## src/design/tsseq_pkg.sv

```systemverilog
// constants for the trigger step sequencer command decoder
package tsseq_pkg;
    // register byte offsets on the axi4-lite bus
    localparam logic [7:0] OFS_CTRL = 8'h00;
    localparam logic [7:0] OFS_STAT = 8'h04;
    localparam logic [7:0] OFS_ADJ = 8'h08;
    localparam logic [7:0] OFS_HOLD = 8'h0C;
    localparam logic [7:0] OFS_LIM_BASE = 8'h10;
    localparam logic [7:0] OFS_CNT0 = 8'h28;
    localparam logic [7:0] OFS_CNT1 = 8'h2C;
    localparam logic [7:0] OFS_ADCSEL = 8'h30;
    localparam logic [7:0] OFS_IRQ_STAT = 8'h34;
    localparam logic [7:0] OFS_IRQ_MASK = 8'h38;
    localparam logic [7:0] OFS_QUEUE = 8'h40;
    localparam logic [7:0] OFS_QUEUE_END = 8'h5C;
    // control register bit positions
    localparam int CTRL_EN_BIT = 0;
    localparam int CTRL_START_BIT = 1;
    // limit array slots, also the add/copy target option codes
    localparam int LIM_COUNT = 6;
    localparam logic [2:0] LIM_TIMER0 = 3'h0;
    localparam logic [2:0] LIM_TIMER1 = 3'h1;
    localparam logic [2:0] LIM_STEP_DELAY = 3'h2;
    localparam logic [2:0] LIM_LOOP0 = 3'h3;
    localparam logic [2:0] LIM_LOOP1 = 3'h4;
    localparam logic [2:0] LIM_LITERAL0 = 3'h5;
    localparam logic [2:0] LIM_NONE = 3'h7;
    // command opcodes (upper nibble) and prefixes of paired opcodes
    localparam logic [3:0] OP_CTRL = 4'h0;
    localparam logic [3:0] OP_ADD_COPY = 4'h1;
    localparam logic [2:0] OP_STRB = 3'h1;
    localparam logic [3:0] OP_WAIT_RISE = 4'h4;
    localparam logic [3:0] OP_WAIT_FALL = 4'h5;
    localparam logic [3:0] OP_IRQ = 4'h7;
    localparam logic [2:0] OP_TRIG = 3'h4;
    localparam logic [2:0] OP_JMP = 3'h5;
    localparam logic [2:0] OP_JMPC0 = 3'h6;
    localparam logic [2:0] OP_JMPC1 = 3'h7;
    // control option that loads literal zero into the channel select
    localparam logic [3:0] CTRL_OPT_LIT0_TO_ADC = 4'h1;
    // bus responses and reset values
    localparam logic [1:0] RESP_OKAY = 2'h0;
    localparam logic [1:0] RESP_SLVERR = 2'h2;
    localparam logic [15:0] REG16_RESET = 16'h0000;
    localparam logic [4:0] QPTR_RESET = 5'h00;
    typedef enum logic [1:0] {
        TSSEQ_IDLE,
        TSSEQ_EXEC,
        TSSEQ_WAIT
    } tsseq_state_t;
endpackage : tsseq_pkg

```

## src/design/tsseq_decode.sv

```systemverilog
// step command decoder and executor with its axi4-lite register file
// Overview of operation
// - opcode 0000 runs option-selected control operation
// - opcode 0001 adds adjust into option target
// - copy command moves hold into option target
// - 001x writes five-bit channel select field
// - 0100 stalls until selected input rises
// - 0101 stalls until selected input falls
// - reserved commands and options act as nop
// - 0111 raises option-selected interrupt request
// - 100x pulses five-bit selected trigger output
// - 101x loads pointer with five-bit target
// - 110x at limit: pointer just increments
// - 110x not at limit: count0 up, jump
// - 111x at limit: pointer just increments
// - 111x not at limit: count1 up, jump
// - adjust is 16-bit addend for limits, literal
// - control step copies literal zero to channel select
// - adjust, literal locked while enabled and started
//
// Local design decisions: the address map and register access over AXI4-Lite.
`timescale 1ns/1ps
module tsseq_decode #(
    parameter int TRIG_IN_W = 16,
    parameter int TRIG_OUT_W = 32,
    parameter int IRQ_W = 16,
    parameter int QUEUE_DEPTH = 32
) (
    input wire logic clock,
    input wire logic rst,
    input wire logic [7:0] s_axi_awaddr,
    input wire logic s_axi_awvalid,
    output logic s_axi_awready,
    input wire logic [31:0] s_axi_wdata,
    input wire logic [3:0] s_axi_wstrb,
    input wire logic s_axi_wvalid,
    output logic s_axi_wready,
    output logic [1:0] s_axi_bresp,
    output logic s_axi_bvalid,
    input wire logic s_axi_bready,
    input wire logic [7:0] s_axi_araddr,
    input wire logic s_axi_arvalid,
    output logic s_axi_arready,
    output logic [31:0] s_axi_rdata,
    output logic [1:0] s_axi_rresp,
    output logic s_axi_rvalid,
    input wire logic s_axi_rready,
    input wire logic [TRIG_IN_W-1:0] trig_in,
    output logic [TRIG_OUT_W-1:0] trig_out,
    output logic [IRQ_W-1:0] irq_out,
    output logic [15:0] adc_channel_select,
    output logic interrupt
);
    // limit-array slot for a bus address, none when not a limit
    function automatic logic [2:0] lim_slot(input logic [7:0] a);
        logic [7:0] d;
        d = a - tsseq_pkg::OFS_LIM_BASE;
        if (a >= tsseq_pkg::OFS_LIM_BASE && d[1:0] == 2'h0 &&
            d[7:2] < 6'(tsseq_pkg::LIM_COUNT))
            lim_slot = d[4:2];
        else
            lim_slot = tsseq_pkg::LIM_NONE;
    endfunction : lim_slot

    // merge a 32-bit write into a 16-bit register by byte lane
    function automatic logic [15:0] merge16(input logic [15:0] old,
                                            input logic [31:0] d,
                                            input logic [3:0] s);
        merge16 = {s[1] ? d[15:8] : old[15:8], s[0] ? d[7:0] : old[7:0]};
    endfunction : merge16

    localparam logic [15:0] REG_ZERO = tsseq_pkg::REG16_RESET;
    tsseq_pkg::tsseq_state_t state_reg;
    logic [7:0] queue_mem [QUEUE_DEPTH];
    logic [4:0] queue_pointer;
    logic [15:0] lim_reg [tsseq_pkg::LIM_COUNT];
    logic [15:0] adjust_value, hold_value;
    logic [15:0] loop_counter0, loop_counter1;
    logic [15:0] irq_stat_reg, irq_mask_reg;
    logic sequencer_enable, sequencer_start;
    logic [TRIG_IN_W-1:0] trig_prev_reg;
    logic aw_hold_reg, w_hold_reg;
    logic [7:0] aw_addr_reg;
    logic [31:0] w_data_reg;
    logic [3:0] w_strb_reg;
    logic running, wr_fire, wr_locked, wr_map;
    logic [2:0] wr_slot;
    // decoded step effects
    logic [7:0] step_byte;
    logic [3:0] opc, opt;
    logic [4:0] target5;
    logic [4:0] qptr_next;
    logic lim_we, adc_full_we, adc_low_we, c0_inc, c1_inc, to_wait;
    logic [2:0] lim_idx;
    logic [15:0] lim_val;
    logic [TRIG_OUT_W-1:0] trig_next;
    logic [IRQ_W-1:0] irq_next;
    logic edge_seen;

    assign running = sequencer_enable & sequencer_start;
    assign wr_fire = aw_hold_reg & w_hold_reg & ~s_axi_bvalid;
    assign wr_slot = lim_slot(aw_addr_reg);
    assign wr_locked = running;
    assign step_byte = queue_mem[queue_pointer];
    assign opc = step_byte[7:4];
    assign opt = step_byte[3:0];
    assign target5 = {opc[0], opt};

    // decode the current step byte into its effects
    always_comb begin
        qptr_next = queue_pointer + 5'h01;
        lim_we = 1'b0;
        lim_idx = opt[2:0];
        lim_val = REG_ZERO;
        adc_full_we = 1'b0;
        adc_low_we = 1'b0;
        c0_inc = 1'b0;
        c1_inc = 1'b0;
        to_wait = 1'b0;
        trig_next = '0;
        irq_next = '0;
        if (opc == tsseq_pkg::OP_CTRL) begin
            if (opt == tsseq_pkg::CTRL_OPT_LIT0_TO_ADC)
                adc_full_we = 1'b1;
        end else if (opc == tsseq_pkg::OP_ADD_COPY) begin
            if (opt[2:0] < 3'(tsseq_pkg::LIM_COUNT)) begin
                lim_we = 1'b1;
                if (opt[3])
                    lim_val = hold_value;
                else
                    lim_val = lim_reg[opt[2:0]] + adjust_value;
            end
        end else if (opc[3:1] == tsseq_pkg::OP_STRB) begin
            adc_low_we = 1'b1;
        end else if (opc == tsseq_pkg::OP_WAIT_RISE ||
                     opc == tsseq_pkg::OP_WAIT_FALL) begin
            if (32'(opt) < TRIG_IN_W) begin
                to_wait = 1'b1;
                qptr_next = queue_pointer;
            end
        end else if (opc == tsseq_pkg::OP_IRQ) begin
            if (32'(opt) < IRQ_W)
                irq_next[opt] = 1'b1;
        end else if (opc[3:1] == tsseq_pkg::OP_TRIG) begin
            if (32'(target5) < TRIG_OUT_W)
                trig_next[target5] = 1'b1;
        end else if (opc[3:1] == tsseq_pkg::OP_JMP) begin
            qptr_next = target5;
        end else if (opc[3:1] == tsseq_pkg::OP_JMPC0) begin
            if (loop_counter0 != lim_reg[tsseq_pkg::LIM_LOOP0]) begin
                c0_inc = 1'b1;
                qptr_next = target5;
            end // else falls through
        end else if (opc[3:1] == tsseq_pkg::OP_JMPC1) begin
            if (loop_counter1 != lim_reg[tsseq_pkg::LIM_LOOP1]) begin
                c1_inc = 1'b1;
                qptr_next = target5;
            end // else falls through
        end
        // opcode 0110 and unlisted options change nothing
    end

    // edge seen on the input named by the waiting step
    always_comb begin
        edge_seen = 1'b0;
        if (32'(opt) < TRIG_IN_W) begin
            if (opc == tsseq_pkg::OP_WAIT_RISE)
                edge_seen = trig_in[opt] & ~trig_prev_reg[opt];
            else
                edge_seen = ~trig_in[opt] & trig_prev_reg[opt];
        end
    end

    // sequencer state and queue pointer
    always_ff @(posedge clock) begin
        if (rst) begin
            state_reg <= tsseq_pkg::TSSEQ_IDLE;
            queue_pointer <= tsseq_pkg::QPTR_RESET;
        end else if (!running) begin
            state_reg <= tsseq_pkg::TSSEQ_IDLE;
            if (!sequencer_enable)
                queue_pointer <= tsseq_pkg::QPTR_RESET;
        end else begin
            case (state_reg)
                tsseq_pkg::TSSEQ_IDLE: begin
                    state_reg <= tsseq_pkg::TSSEQ_EXEC;
                end
                tsseq_pkg::TSSEQ_EXEC: begin
                    queue_pointer <= qptr_next;
                    if (to_wait)
                        state_reg <= tsseq_pkg::TSSEQ_WAIT;
                end
                tsseq_pkg::TSSEQ_WAIT: begin
                    if (edge_seen) begin
                        queue_pointer <= queue_pointer + 5'h01;
                        state_reg <= tsseq_pkg::TSSEQ_EXEC;
                    end
                end
                default: state_reg <= tsseq_pkg::TSSEQ_IDLE;
            endcase
        end
    end

    logic exec_now;
    assign exec_now = running && state_reg == tsseq_pkg::TSSEQ_EXEC;

    // trigger input history for edge detection
    always_ff @(posedge clock) begin
        if (rst)
            trig_prev_reg <= '0;
        else
            trig_prev_reg <= trig_in;
    end

    // trigger and interrupt request pulses
    always_ff @(posedge clock) begin
        if (rst) begin
            trig_out <= '0;
            irq_out <= '0;
        end else begin
            trig_out <= exec_now ? trig_next : '0;
            irq_out <= exec_now ? irq_next : '0;
        end
    end

    // channel select register
    always_ff @(posedge clock) begin
        if (rst)
            adc_channel_select <= REG_ZERO;
        else if (exec_now && adc_full_we)
            adc_channel_select <= lim_reg[tsseq_pkg::LIM_LITERAL0];
        else if (exec_now && adc_low_we)
            adc_channel_select[4:0] <= target5;
    end

    // loop counters, cleared while the sequencer is disabled
    always_ff @(posedge clock) begin
        if (rst || !sequencer_enable) begin
            loop_counter0 <= REG_ZERO;
            loop_counter1 <= REG_ZERO;
        end else begin
            if (exec_now && c0_inc)
                loop_counter0 <= loop_counter0 + 16'h0001;
            if (exec_now && c1_inc)
                loop_counter1 <= loop_counter1 + 16'h0001;
        end
    end

    // limit and literal array: software writes or step add/copy
    always_ff @(posedge clock) begin
        if (rst) begin
            for (int i = 0; i < tsseq_pkg::LIM_COUNT; i++)
                lim_reg[i] <= REG_ZERO;
        end else if (exec_now && lim_we) begin
            lim_reg[lim_idx] <= lim_val;
        end else if (wr_fire && !wr_locked &&
                     wr_slot != tsseq_pkg::LIM_NONE) begin
            lim_reg[wr_slot] <= merge16(lim_reg[wr_slot], w_data_reg,
                                        w_strb_reg);
        end
    end

    // control, adjust, hold and mask registers
    always_ff @(posedge clock) begin
        if (rst) begin
            sequencer_enable <= 1'b0;
            sequencer_start <= 1'b0;
            adjust_value <= REG_ZERO;
            hold_value <= REG_ZERO;
            irq_mask_reg <= REG_ZERO;
        end else if (wr_fire) begin
            case (aw_addr_reg)
                tsseq_pkg::OFS_CTRL: begin
                    if (w_strb_reg[0]) begin
                        sequencer_enable <= w_data_reg[tsseq_pkg::CTRL_EN_BIT];
                        sequencer_start <=
                            w_data_reg[tsseq_pkg::CTRL_START_BIT];
                    end
                end
                tsseq_pkg::OFS_ADJ: begin
                    if (!wr_locked)
                        adjust_value <= merge16(adjust_value, w_data_reg,
                                                w_strb_reg);
                end
                tsseq_pkg::OFS_HOLD:
                    hold_value <= merge16(hold_value, w_data_reg, w_strb_reg);
                tsseq_pkg::OFS_IRQ_MASK:
                    irq_mask_reg <= merge16(irq_mask_reg, w_data_reg,
                                            w_strb_reg);
                default: ;
            endcase
        end
    end

    // sticky interrupt status, write one to clear, set wins
    logic [15:0] irq_clr;
    assign irq_clr = (wr_fire && aw_addr_reg == tsseq_pkg::OFS_IRQ_STAT) ?
                     merge16(REG_ZERO, w_data_reg, w_strb_reg) : REG_ZERO;
    always_ff @(posedge clock) begin
        if (rst)
            irq_stat_reg <= REG_ZERO;
        else
            irq_stat_reg <= (irq_stat_reg & ~irq_clr) |
                            (exec_now ? 16'(irq_next) : REG_ZERO);
    end

    // level interrupt from unmasked status bits
    always_ff @(posedge clock) begin
        if (rst)
            interrupt <= 1'b0;
        else
            interrupt <= |(irq_stat_reg & irq_mask_reg);
    end

    // step queue storage, byte-lane writes of four steps a word
    always_ff @(posedge clock) begin
        if (wr_fire && aw_addr_reg >= tsseq_pkg::OFS_QUEUE &&
            aw_addr_reg <= tsseq_pkg::OFS_QUEUE_END &&
            aw_addr_reg[1:0] == 2'h0) begin
            for (int b = 0; b < 4; b++)
                if (w_strb_reg[b])
                    queue_mem[{aw_addr_reg[4:2], 2'(b)}] <= w_data_reg[8*b +: 8];
        end
    end

    // write mapping check
    always_comb begin
        case (aw_addr_reg)
            tsseq_pkg::OFS_CTRL, tsseq_pkg::OFS_ADJ, tsseq_pkg::OFS_HOLD,
            tsseq_pkg::OFS_IRQ_STAT, tsseq_pkg::OFS_IRQ_MASK:
                wr_map = 1'b1;
            default:
                wr_map = wr_slot != tsseq_pkg::LIM_NONE ||
                         (aw_addr_reg >= tsseq_pkg::OFS_QUEUE &&
                          aw_addr_reg <= tsseq_pkg::OFS_QUEUE_END &&
                          aw_addr_reg[1:0] == 2'h0);
        endcase
    end

    // axi write channels: address and data in either order
    always_ff @(posedge clock) begin
        if (rst) begin
            aw_hold_reg <= 1'b0;
            w_hold_reg <= 1'b0;
            aw_addr_reg <= 8'h00;
            w_data_reg <= 32'h0000_0000;
            w_strb_reg <= 4'h0;
            s_axi_awready <= 1'b1;
            s_axi_wready <= 1'b1;
            s_axi_bvalid <= 1'b0;
            s_axi_bresp <= tsseq_pkg::RESP_OKAY;
        end else begin
            if (s_axi_awvalid && s_axi_awready) begin
                aw_hold_reg <= 1'b1;
                aw_addr_reg <= s_axi_awaddr;
                s_axi_awready <= 1'b0;
            end
            if (s_axi_wvalid && s_axi_wready) begin
                w_hold_reg <= 1'b1;
                w_data_reg <= s_axi_wdata;
                w_strb_reg <= s_axi_wstrb;
                s_axi_wready <= 1'b0;
            end
            if (wr_fire) begin
                aw_hold_reg <= 1'b0;
                w_hold_reg <= 1'b0;
                s_axi_bvalid <= 1'b1;
                s_axi_bresp <= wr_map ? tsseq_pkg::RESP_OKAY
                                      : tsseq_pkg::RESP_SLVERR;
            end
            if (s_axi_bvalid && s_axi_bready) begin
                s_axi_bvalid <= 1'b0;
                s_axi_awready <= 1'b1;
                s_axi_wready <= 1'b1;
            end
        end
    end

    // read data mux
    logic [31:0] rd_val;
    logic rd_map;
    logic [2:0] rd_slot;
    logic [7:0] qa;
    assign rd_slot = lim_slot(s_axi_araddr);
    always_comb begin
        rd_map = 1'b1;
        rd_val = 32'h0000_0000;
        qa = {3'h0, s_axi_araddr[4:2], 2'h0};
        case (s_axi_araddr)
            tsseq_pkg::OFS_CTRL:
                rd_val[1:0] = {sequencer_start, sequencer_enable};
            tsseq_pkg::OFS_STAT:
                rd_val[9:0] = {state_reg == tsseq_pkg::TSSEQ_WAIT,
                               state_reg != tsseq_pkg::TSSEQ_IDLE,
                               3'h0, queue_pointer};
            tsseq_pkg::OFS_ADJ: rd_val[15:0] = adjust_value;
            tsseq_pkg::OFS_HOLD: rd_val[15:0] = hold_value;
            tsseq_pkg::OFS_CNT0: rd_val[15:0] = loop_counter0;
            tsseq_pkg::OFS_CNT1: rd_val[15:0] = loop_counter1;
            tsseq_pkg::OFS_ADCSEL: rd_val[15:0] = adc_channel_select;
            tsseq_pkg::OFS_IRQ_STAT: rd_val[15:0] = irq_stat_reg;
            tsseq_pkg::OFS_IRQ_MASK: rd_val[15:0] = irq_mask_reg;
            default: begin
                if (rd_slot != tsseq_pkg::LIM_NONE)
                    rd_val[15:0] = lim_reg[rd_slot];
                else if (s_axi_araddr >= tsseq_pkg::OFS_QUEUE &&
                         s_axi_araddr <= tsseq_pkg::OFS_QUEUE_END &&
                         s_axi_araddr[1:0] == 2'h0)
                    rd_val = {queue_mem[5'(qa) + 5'h03],
                              queue_mem[5'(qa) + 5'h02],
                              queue_mem[5'(qa) + 5'h01], queue_mem[5'(qa)]};
                else
                    rd_map = 1'b0;
            end
        endcase
    end

    // axi read channel, one cycle answer
    always_ff @(posedge clock) begin
        if (rst) begin
            s_axi_arready <= 1'b1;
            s_axi_rvalid <= 1'b0;
            s_axi_rdata <= 32'h0000_0000;
            s_axi_rresp <= tsseq_pkg::RESP_OKAY;
        end else if (s_axi_arvalid && s_axi_arready) begin
            s_axi_arready <= 1'b0;
            s_axi_rvalid <= 1'b1;
            s_axi_rdata <= rd_val;
            s_axi_rresp <= rd_map ? tsseq_pkg::RESP_OKAY
                                  : tsseq_pkg::RESP_SLVERR;
        end else if (s_axi_rvalid && s_axi_rready) begin
            s_axi_rvalid <= 1'b0;
            s_axi_arready <= 1'b1;
        end
    end
endmodule : tsseq_decode

```

## config.mk

```make
export PLATFORM = sky130hd
export DESIGN_NAME = tsseq_decode
export DESIGN_NICKNAME = d
export VERILOG_FILES = /design/src/design/tsseq_pkg.sv /design/src/design/tsseq_decode.sv
export SDC_FILE = /design/constraint.sdc
export NUM_CORES = 1
export LEC_CHECK = 0
export ABC_AREA = 1
export CAP_MARGIN = 40
export CORE_UTILIZATION = 45
export CTS_CLUSTER_SIZE = 24
export DETAILED_ROUTE_END_ITERATION = 7
export DONT_BUFFER_PORTS = 1
export GPL_ROUTABILITY_DRIVEN = 0
export MAX_ROUTING_LAYER = met4
export SLEW_MARGIN = 20
export SYNTH_ARGS = -nofsm -noshare
export SYNTH_HDL_FRONTEND = slang
export SYNTH_SLANG_ARGS = --single-unit
```

## constraint.sdc

```tcl
create_clock -name clock -period 4.7 [get_ports clock]
set_clock_uncertainty 0.05 [all_clocks]
set_input_delay 0.705 -clock clock [delete_from_list [all_inputs] [get_ports clock]]
set_output_delay 0.705 -clock clock [all_outputs]
set_load 0.005 [all_outputs]
```

==> impl_results.md, run 1 <==
- Outcome: finished clean
- Highest-delay cell along the critical path: dfxtp_4
- Number of global-route vias before repair: 25700
- Final Net Count: roughly 3800
- Worst reg2reg setup slack: around 0.22 ns
- Initial Utilization: 0.454
- Hold path cells: 1
- Final period util: 0.953
- Initial DRC count: roughly 4700
- Largest net degree at the start of global routing: 77
- Power per cell area: between 300 and 400 nW/um^2
- Async SR Flop Fraction: 0
- Data arrival, critical path: 4.93 ns
- Layout area overhead: 15.2%
- Ports: approximately 180
- Unrepaired setup endpoints after global routing: yes
- Peak Freq: 223 MHz
- First-pass iteration count of the detailed router: 6
- CP Class: reg -> reg
- Port bufs: 0
- Grt ovf: 0
- HP Class: in -> reg
- H-tree level count: 3
- CP endpoint kind: flip-flop
- Register-to-Register Path Depth: 31
- Number of hold buffers added after cts: 0
- Most used cell along the critical path: nand2_1
- Max rail drop VDD: about 240 uV
- Mapped cell area: between 30000 and 40000 sq um
- Skew-Pair Late Insertion Delay: roughly 0.65 ns
- Top post-synthesis cells by area: edfxtp_1 (37%), dfxtp_1 (18%), nand2_1 (8.6%), o21ai_0 (5.0%), nor2_1 (4.9%)
- Antenna violations before repair: 3
- First-pass GRT wire length: 177 mm
- Slew HR: 0.399
- Max FFs per register: roughly 260
- Finished Cell Area: 35800 sq um
- RR Endpoint: lim_reg[1][12]$_SDFFCE_PN0P_
- Syn Inst Count: 3547
- Total Wirelength: 124 mm
- Post-synth EDFFs: 384
- Leakage power: ~14 nW
- Clock buffer depth: 3
- Via count: roughly 29000
- Top cell type's share of synthesized area: 0.371
- DIE AREA: 70200 sq um
- Slew Limit Fails: 0
- CTS buffer count: 72
- Avg WL per Cell: ~27 um
- Vias per std cell: ~6.2
- Clock Pin Slew Worst Setup and Hold Paths: 0.07 ns
- Required time of the critical path: 5.15 ns
- Placed instance area: ~33000 sq um
- Primary FF master, synth: edfxtp_1
- Ys Warns: 0
- Worst path max stage delay: between 0.4 and 0.5 ns
- Core Box Area: ~68000 sq um
- Share of cells above drive strength 1: 0.116
- Final HPWL DP: 89.9 mm
- Distinct cells, synth: 66
- TritonCTS clock tree: built
- WHS: roughly 0.094 ns
- FF+latch count, synth: between 600 and 700
- CP Max Fanout: 19
- Antenna Violating Nets Remaining: 0
- Hold Path Sink: adjust_value[13]$_SDFFE_PP0P_
- Final setup fails: 0
- Root Buffer: clkbuf_16
- Fin crit period: between 4 and 5 ns
- Die Y: ~260 um
- Remaining DRCs: 0
- # rows: between 90 and 100
- Total GRT Usage: 0.355
- Chip width: between 200 and 300 um
- Final Hold Fails: 0
- Hold Startpoint: rst
- Synth area leader: edfxtp_1
- Critical Path Start Type: flip-flop
- Synth Area per Inst: 8.77 sq um
- Register area share after synthesis: 0.549
- Number of max-cap violations: 0
- Num Clock Sinks: 660
- Worst Tran Pin Value: about 0.9 ns
[per-stage QoR]
step	setup TNS, ns	total power [mW]	util	setup slack, ns	instances
4_1_cts	0	12.8	0.516	0.0213	4568
3_5_place_dp	-1.52	7.02	0.481	-0.213	4436
5_1_grt	-1.11	13.1	0.523	-0.0863	4589
2_1_floorplan	0	6.77	-	0.0100	3564
3_3_place_gp	-0.323	7.01	0.479	-0.0697	4424
6_report	0	12.8	0.523	0.220	4590
[area by class of cell]
| type | instances | area, sq um |
|---|---|---|
| Sequential cell | 660 | 17100 |
| Tap cell | 882 | 1100 |
| Clock inverter | 40 | 414 |
| Timing Repair Buffer | 196 | 1730 |
| Multi-Input combinational cell | 2445 | 12400 |
| Clock buffer | 92 | 1980 |
| Timing Repair inverter | 3 | 27.5 |
| Fill cell | 6361 | 32700 |
| Antenna cell | 3 | 7.51 |
| Inverter | 269 | 1030 |
[cells in the mapped netlist (3+ instances only)]
library cell,number
nor4_1,12
nand3_1,243
buf_2,34
xnor2_1,25
a21oi_1,197
nor2_1,406
o21ai_1,7
ha_1,31
clkbuf_1,122
inv_1,250
nor3_1,32
a221oi_1,26
o21a_1,31
buf_1,9
edfxtp_1,384
o22ai_1,175
o2111ai_1,6
nand2_2,11
o21ai_0,308
a22oi_1,20
dfxtp_1,276
nand3_2,4
a41oi_1,12
inv_2,12
a31oi_1,10
a211oi_1,19
o211ai_1,6
nand4_1,37
buf_4,15
clkinv_1,5
nor2_2,10
a32oi_1,5
xor2_1,10
o221ai_1,17
o32ai_1,15
buf_6,9
o31ai_1,4
a22o_1,3
nand2_1,715
[kinds of logic after synthesis]
| group | share of synthesized area |
|---|---|
| other | 0.000121 |
| and+or+nand+nor | 0.199 |
| DFF | 0.549 |
| AOI/OAI and AO/OA | 0.167 |
| adders and majority gates | 0.0131 |
| muxes | 0.000644 |
| buffers and inverters | 0.0613 |
| xor gates and xnor gates | 0.00986 |
[power breakdown]
part / switching, mW / internal, mW
sequential: 0.156 / 6.23
clock: 2.49 / 3.34
combinational: 0.390 / 0.161
total: 3.04 / 9.73
[metal layers]
| metal | vias to the layer above | global-route usage | routed length, um |
|---|---|---|---|
| li1 | 12600 | - | - |
| met1 | 13500 | 0.497 | 50100 |
| met2 | 2166 | 0.482 | 50100 |
| met3 | 333 | 0.0939 | 17600 |
| met4 | 0 | 0.150 | 5950 |
| met5 | - | - | 0 |
[worst max-delay path: cells and delay by family (launching register included)]
kind	cells	cell delay [ns]
AND/OR/NAND/NOR	16	1.58
adder cells (fa/ha/maj)	1	0.19
XOR/XNOR	1	0.17
buffers and inverters	6	0.87
AO/OA/AOI/OAI	7	0.99
flip-flops	1	0.46
[repair_timing]
action	CTS	global route
endpoints found under the setup margin	41	67
pin swaps	0	9
setup buffers	0	11
gates resized for setup	3	55
gates cloned	0	5
[worst max-delay path by stage]
stage / start / to / slack (ns)
finish: flip-flop / lim_reg[1][12]$_SDFFCE_PN0P_ / 0.22
global placement: flip-flop / lim_reg[1][12]$_SDFFCE_PN0P_ / -0.07
detailed placement: flip-flop / lim_reg[1][12]$_SDFFCE_PN0P_ / -0.21
floorplan: flip-flop / lim_reg[5][10]$_DFFE_PP_ / 0.01
CTS: flip-flop / lim_reg[5][11]$_DFFE_PP_ / 0.02
global route: flip-flop / lim_reg[6][15]$_DFFE_PP_ / -0.09
[cells in the final DEF (no fill, tap or decap), drive strengths merged, types with 25 or more instances in the layout]
cell / count
nor3: 35
a21oi: 198
o22ai: 175
clkbuf: 94
xnor2: 25
nor2: 417
nand4: 39
buf: 194
inv: 273
nand3: 248
a221oi: 26
nand2: 726
o21ai: 319
clkinv: 27
ha: 31
dfxtp: 276
edfxtp: 384
o21a: 31
(Power assumes the default switching activity.)
==> run 2, diff against run 1 <==
--- a/config.mk
+++ b/config.mk
@@ -8,6 +8,7 @@
 export ABC_AREA = 1
 export CAP_MARGIN = 40
 export CORE_UTILIZATION = 45
+export CTS_BUF_LIST = sky130_fd_sc_hd__clkbuf_8
 export CTS_CLUSTER_SIZE = 24
 export DETAILED_ROUTE_END_ITERATION = 7
 export DONT_BUFFER_PORTS = 1
==> impl_results.md, run 2 (same netlist as run 1, synthesis figures left out) <==
- Num Clock Sinks: between 600 and 700
- Worst path max stage delay: approximately 0.51 ns
- Setup ws final: between 0.15 and 0.2 ns
- Number of max-cap violations: 0
- Grt ovf: 0
- HP Class: in -> reg
- Ports: approximately 180
- RR Endpoint: lim_reg[0][12]$_SDFFCE_PN0P_
- Initial Utilization: 0.454
- # rows: 96
- Slew HR: 0.418
- Die Y: 265 um
- Max FFs per register: 256
- Clock buffer depth: 3
- Total Wirelength: about 130 mm
- Hold Startpoint: s_axi_rready
- Power per cell area: about 350 nW/um^2
- Final HPWL DP: approximately 90 mm
- Placed instance area: around 33000 sq um
- H-tree level count: 3
- Antenna Violating Nets Remaining: 0
- Sequential Power Share: 0.505
- TritonCTS clock tree: built
- Hold path cells: 3
- Int Power: around 9.5 mW
- Combinational share of power: 0.046
- Root Buffer: clkbuf_8
- Final period util: 0.962
- Avg WL per Cell: ~27 um
- CP Max Fanout: 9
- Design Power: 12.6 mW
- Antenna violations before repair: 2
- DIE AREA: 70200 sq um
- Clock share of power: 0.449
- Most frequent cells in the layout: nand2_1 (695), nor2_1 (391), edfxtp_1 (384), o21ai_0 (302), inv_1 (281)
- Hold Path Sink: s_axi_rvalid$_SDFFE_PP0P_
- Setup_tns: 0 ns
- First-pass GRT wire length: 179 mm
- Max rail drop VDD: approximately 260 uV
- Skew-Pair Late Insertion Delay: about 0.77 ns
- CTS buffer count: 112
- Worst Tran Pin Value: 0.872 ns
- Switching Share: 0.245
- Vias per std cell: roughly 6.2
- Remaining DRCs: 0
- Final Net Count: about 3800
- Post-layout util: 0.530
- Leakage power: 13.9 nW
- Most used cell along the critical path: nand2_1
- Total GRT Usage: 0.359
- Layout area overhead: 16.7%
- Slew Limit Fails: 0
- Commonest non-fill, non-tap cell in the layout: nand2_1
- Final Hold Fails: 0
- Core Box Area: approximately 68000 sq um
- CP endpoint kind: flip-flop
- Worst reg2reg setup slack: between 0.15 and 0.2 ns
- Largest net degree at the start of global routing: a little under 80
- Number of global-route vias before repair: about 26000
- Data arrival, critical path: 4.97 ns
- Port bufs: 0
- Fin crit period: about 4.5 ns
- Switching Power: about 3.1 mW
- Via count: slightly below 30000
- Final setup fails: 0
- CP Class: reg -> reg
- Peak Freq: approximately 220 MHz
- Place WS: -0.213 ns
- Outcome: finished clean
- Required time of the critical path: around 5.2 ns
- Finished Cell Area: ~36000 sq um
- Share of cells above drive strength 1: 0.132
- First-pass iteration count of the detailed router: 8
- Initial DRC count: ~4800
- Register-to-Register Path Depth: 33
- Clock Pin Slew Worst Setup and Hold Paths: 0.07 ns
- Highest-delay cell along the critical path: dfxtp_4
- Critical Path Start Type: flip-flop
- Chip width: ~260 um
==> run 2: cell count changes in the layout (fill, tap and decap cells not counted), sizes merged <==
cell,previous run,this run
clkbuf,94,132
dlygate4sd3,0,18
buf,194,201
bufinv,6,12
inv,273,307
clkinv,27,31
diode,3,4
==> run 2: area by class of cell <==
class	count	area, sq um
well taps	882	1100
fillers	6344	32200
repair buffers	224	2070
flip-flops and latches	660	17100
diodes	4	10.0
clock inverters	85	688
multi-input cells	2445	12500
inverters	269	1040
clock buffers	127	1750
repair inverters	2	20.0
==> run 2: layer usage <==
metal,vias up,track usage,routed length (um)
met5,-,-,0
met1,13600,0.504,50800
met3,370,0.0990,17900
met4,0,0.163,6400
met2,2202,0.476,50300
li1,12800,-,-
==> run 2: how the worst max path moves through the flow <==
stage / from / to / slack (ns) / cells past startpoint
final: flip-flop / lim_reg[0][12]$_SDFFCE_PN0P_ / 0.18 / 33
after global routing: flip-flop / lim_reg[2][12]$_SDFFCE_PN0P_ / -0.08 / 33
after CTS: flip-flop / lim_reg[5][11]$_DFFE_PP_ / 0.02 / 30
after detailed placement: flip-flop / lim_reg[1][12]$_SDFFCE_PN0P_ / -0.21 / 32
after global placement: flip-flop / lim_reg[1][12]$_SDFFCE_PN0P_ / -0.07 / 32
after floorplan: flip-flop / lim_reg[5][10]$_DFFE_PP_ / 0.01 / 33
==> run 2: power groups by stage <==
stage	combinational [mW]	sequential [mW]	clock (mW)
after CTS	0.551	6.37	5.69
final	0.579	6.38	5.68
after detailed placement	0.523	6.50	0
after global routing	0.624	6.39	5.96
after global placement	0.515	6.50	0
after floorplan	0.356	6.42	0
==> run 2: what timing repair did <==
| item | in CTS | in global routing |
|---|---|---|
| resized for setup | 3 | 93 |
| setup endpoints to repair | 37 | 65 |
| endpoints found under the hold margin | 46 | 0 |
| buffers inserted | 0 | 18 |
| hold buffers | 19 | 0 |
| pin swaps | 0 | 38 |
| cloned | 0 | 7 |
==> run 2: critical path: cells and delay by family (launching register included) <==
kind	cells	cell delay, ns
xor gates and xnor gates	1	0.16
adders and majority gates	2	0.58
buffers and inverters	4	0.52
AOI/OAI and AO/OA	6	0.78
and+or+nand+nor	20	1.65
DFF	1	0.51
==> run 2: stage by stage <==
step / hold slack [ns] / cells
6_report: 0.0601 / 4698
3_3_place_gp: 0.392 / 4424
2_1_floorplan: 0.380 / 3564
3_5_place_dp: 0.402 / 4436
5_1_grt: 0.0671 / 4696
4_1_cts: 0.0370 / 4667
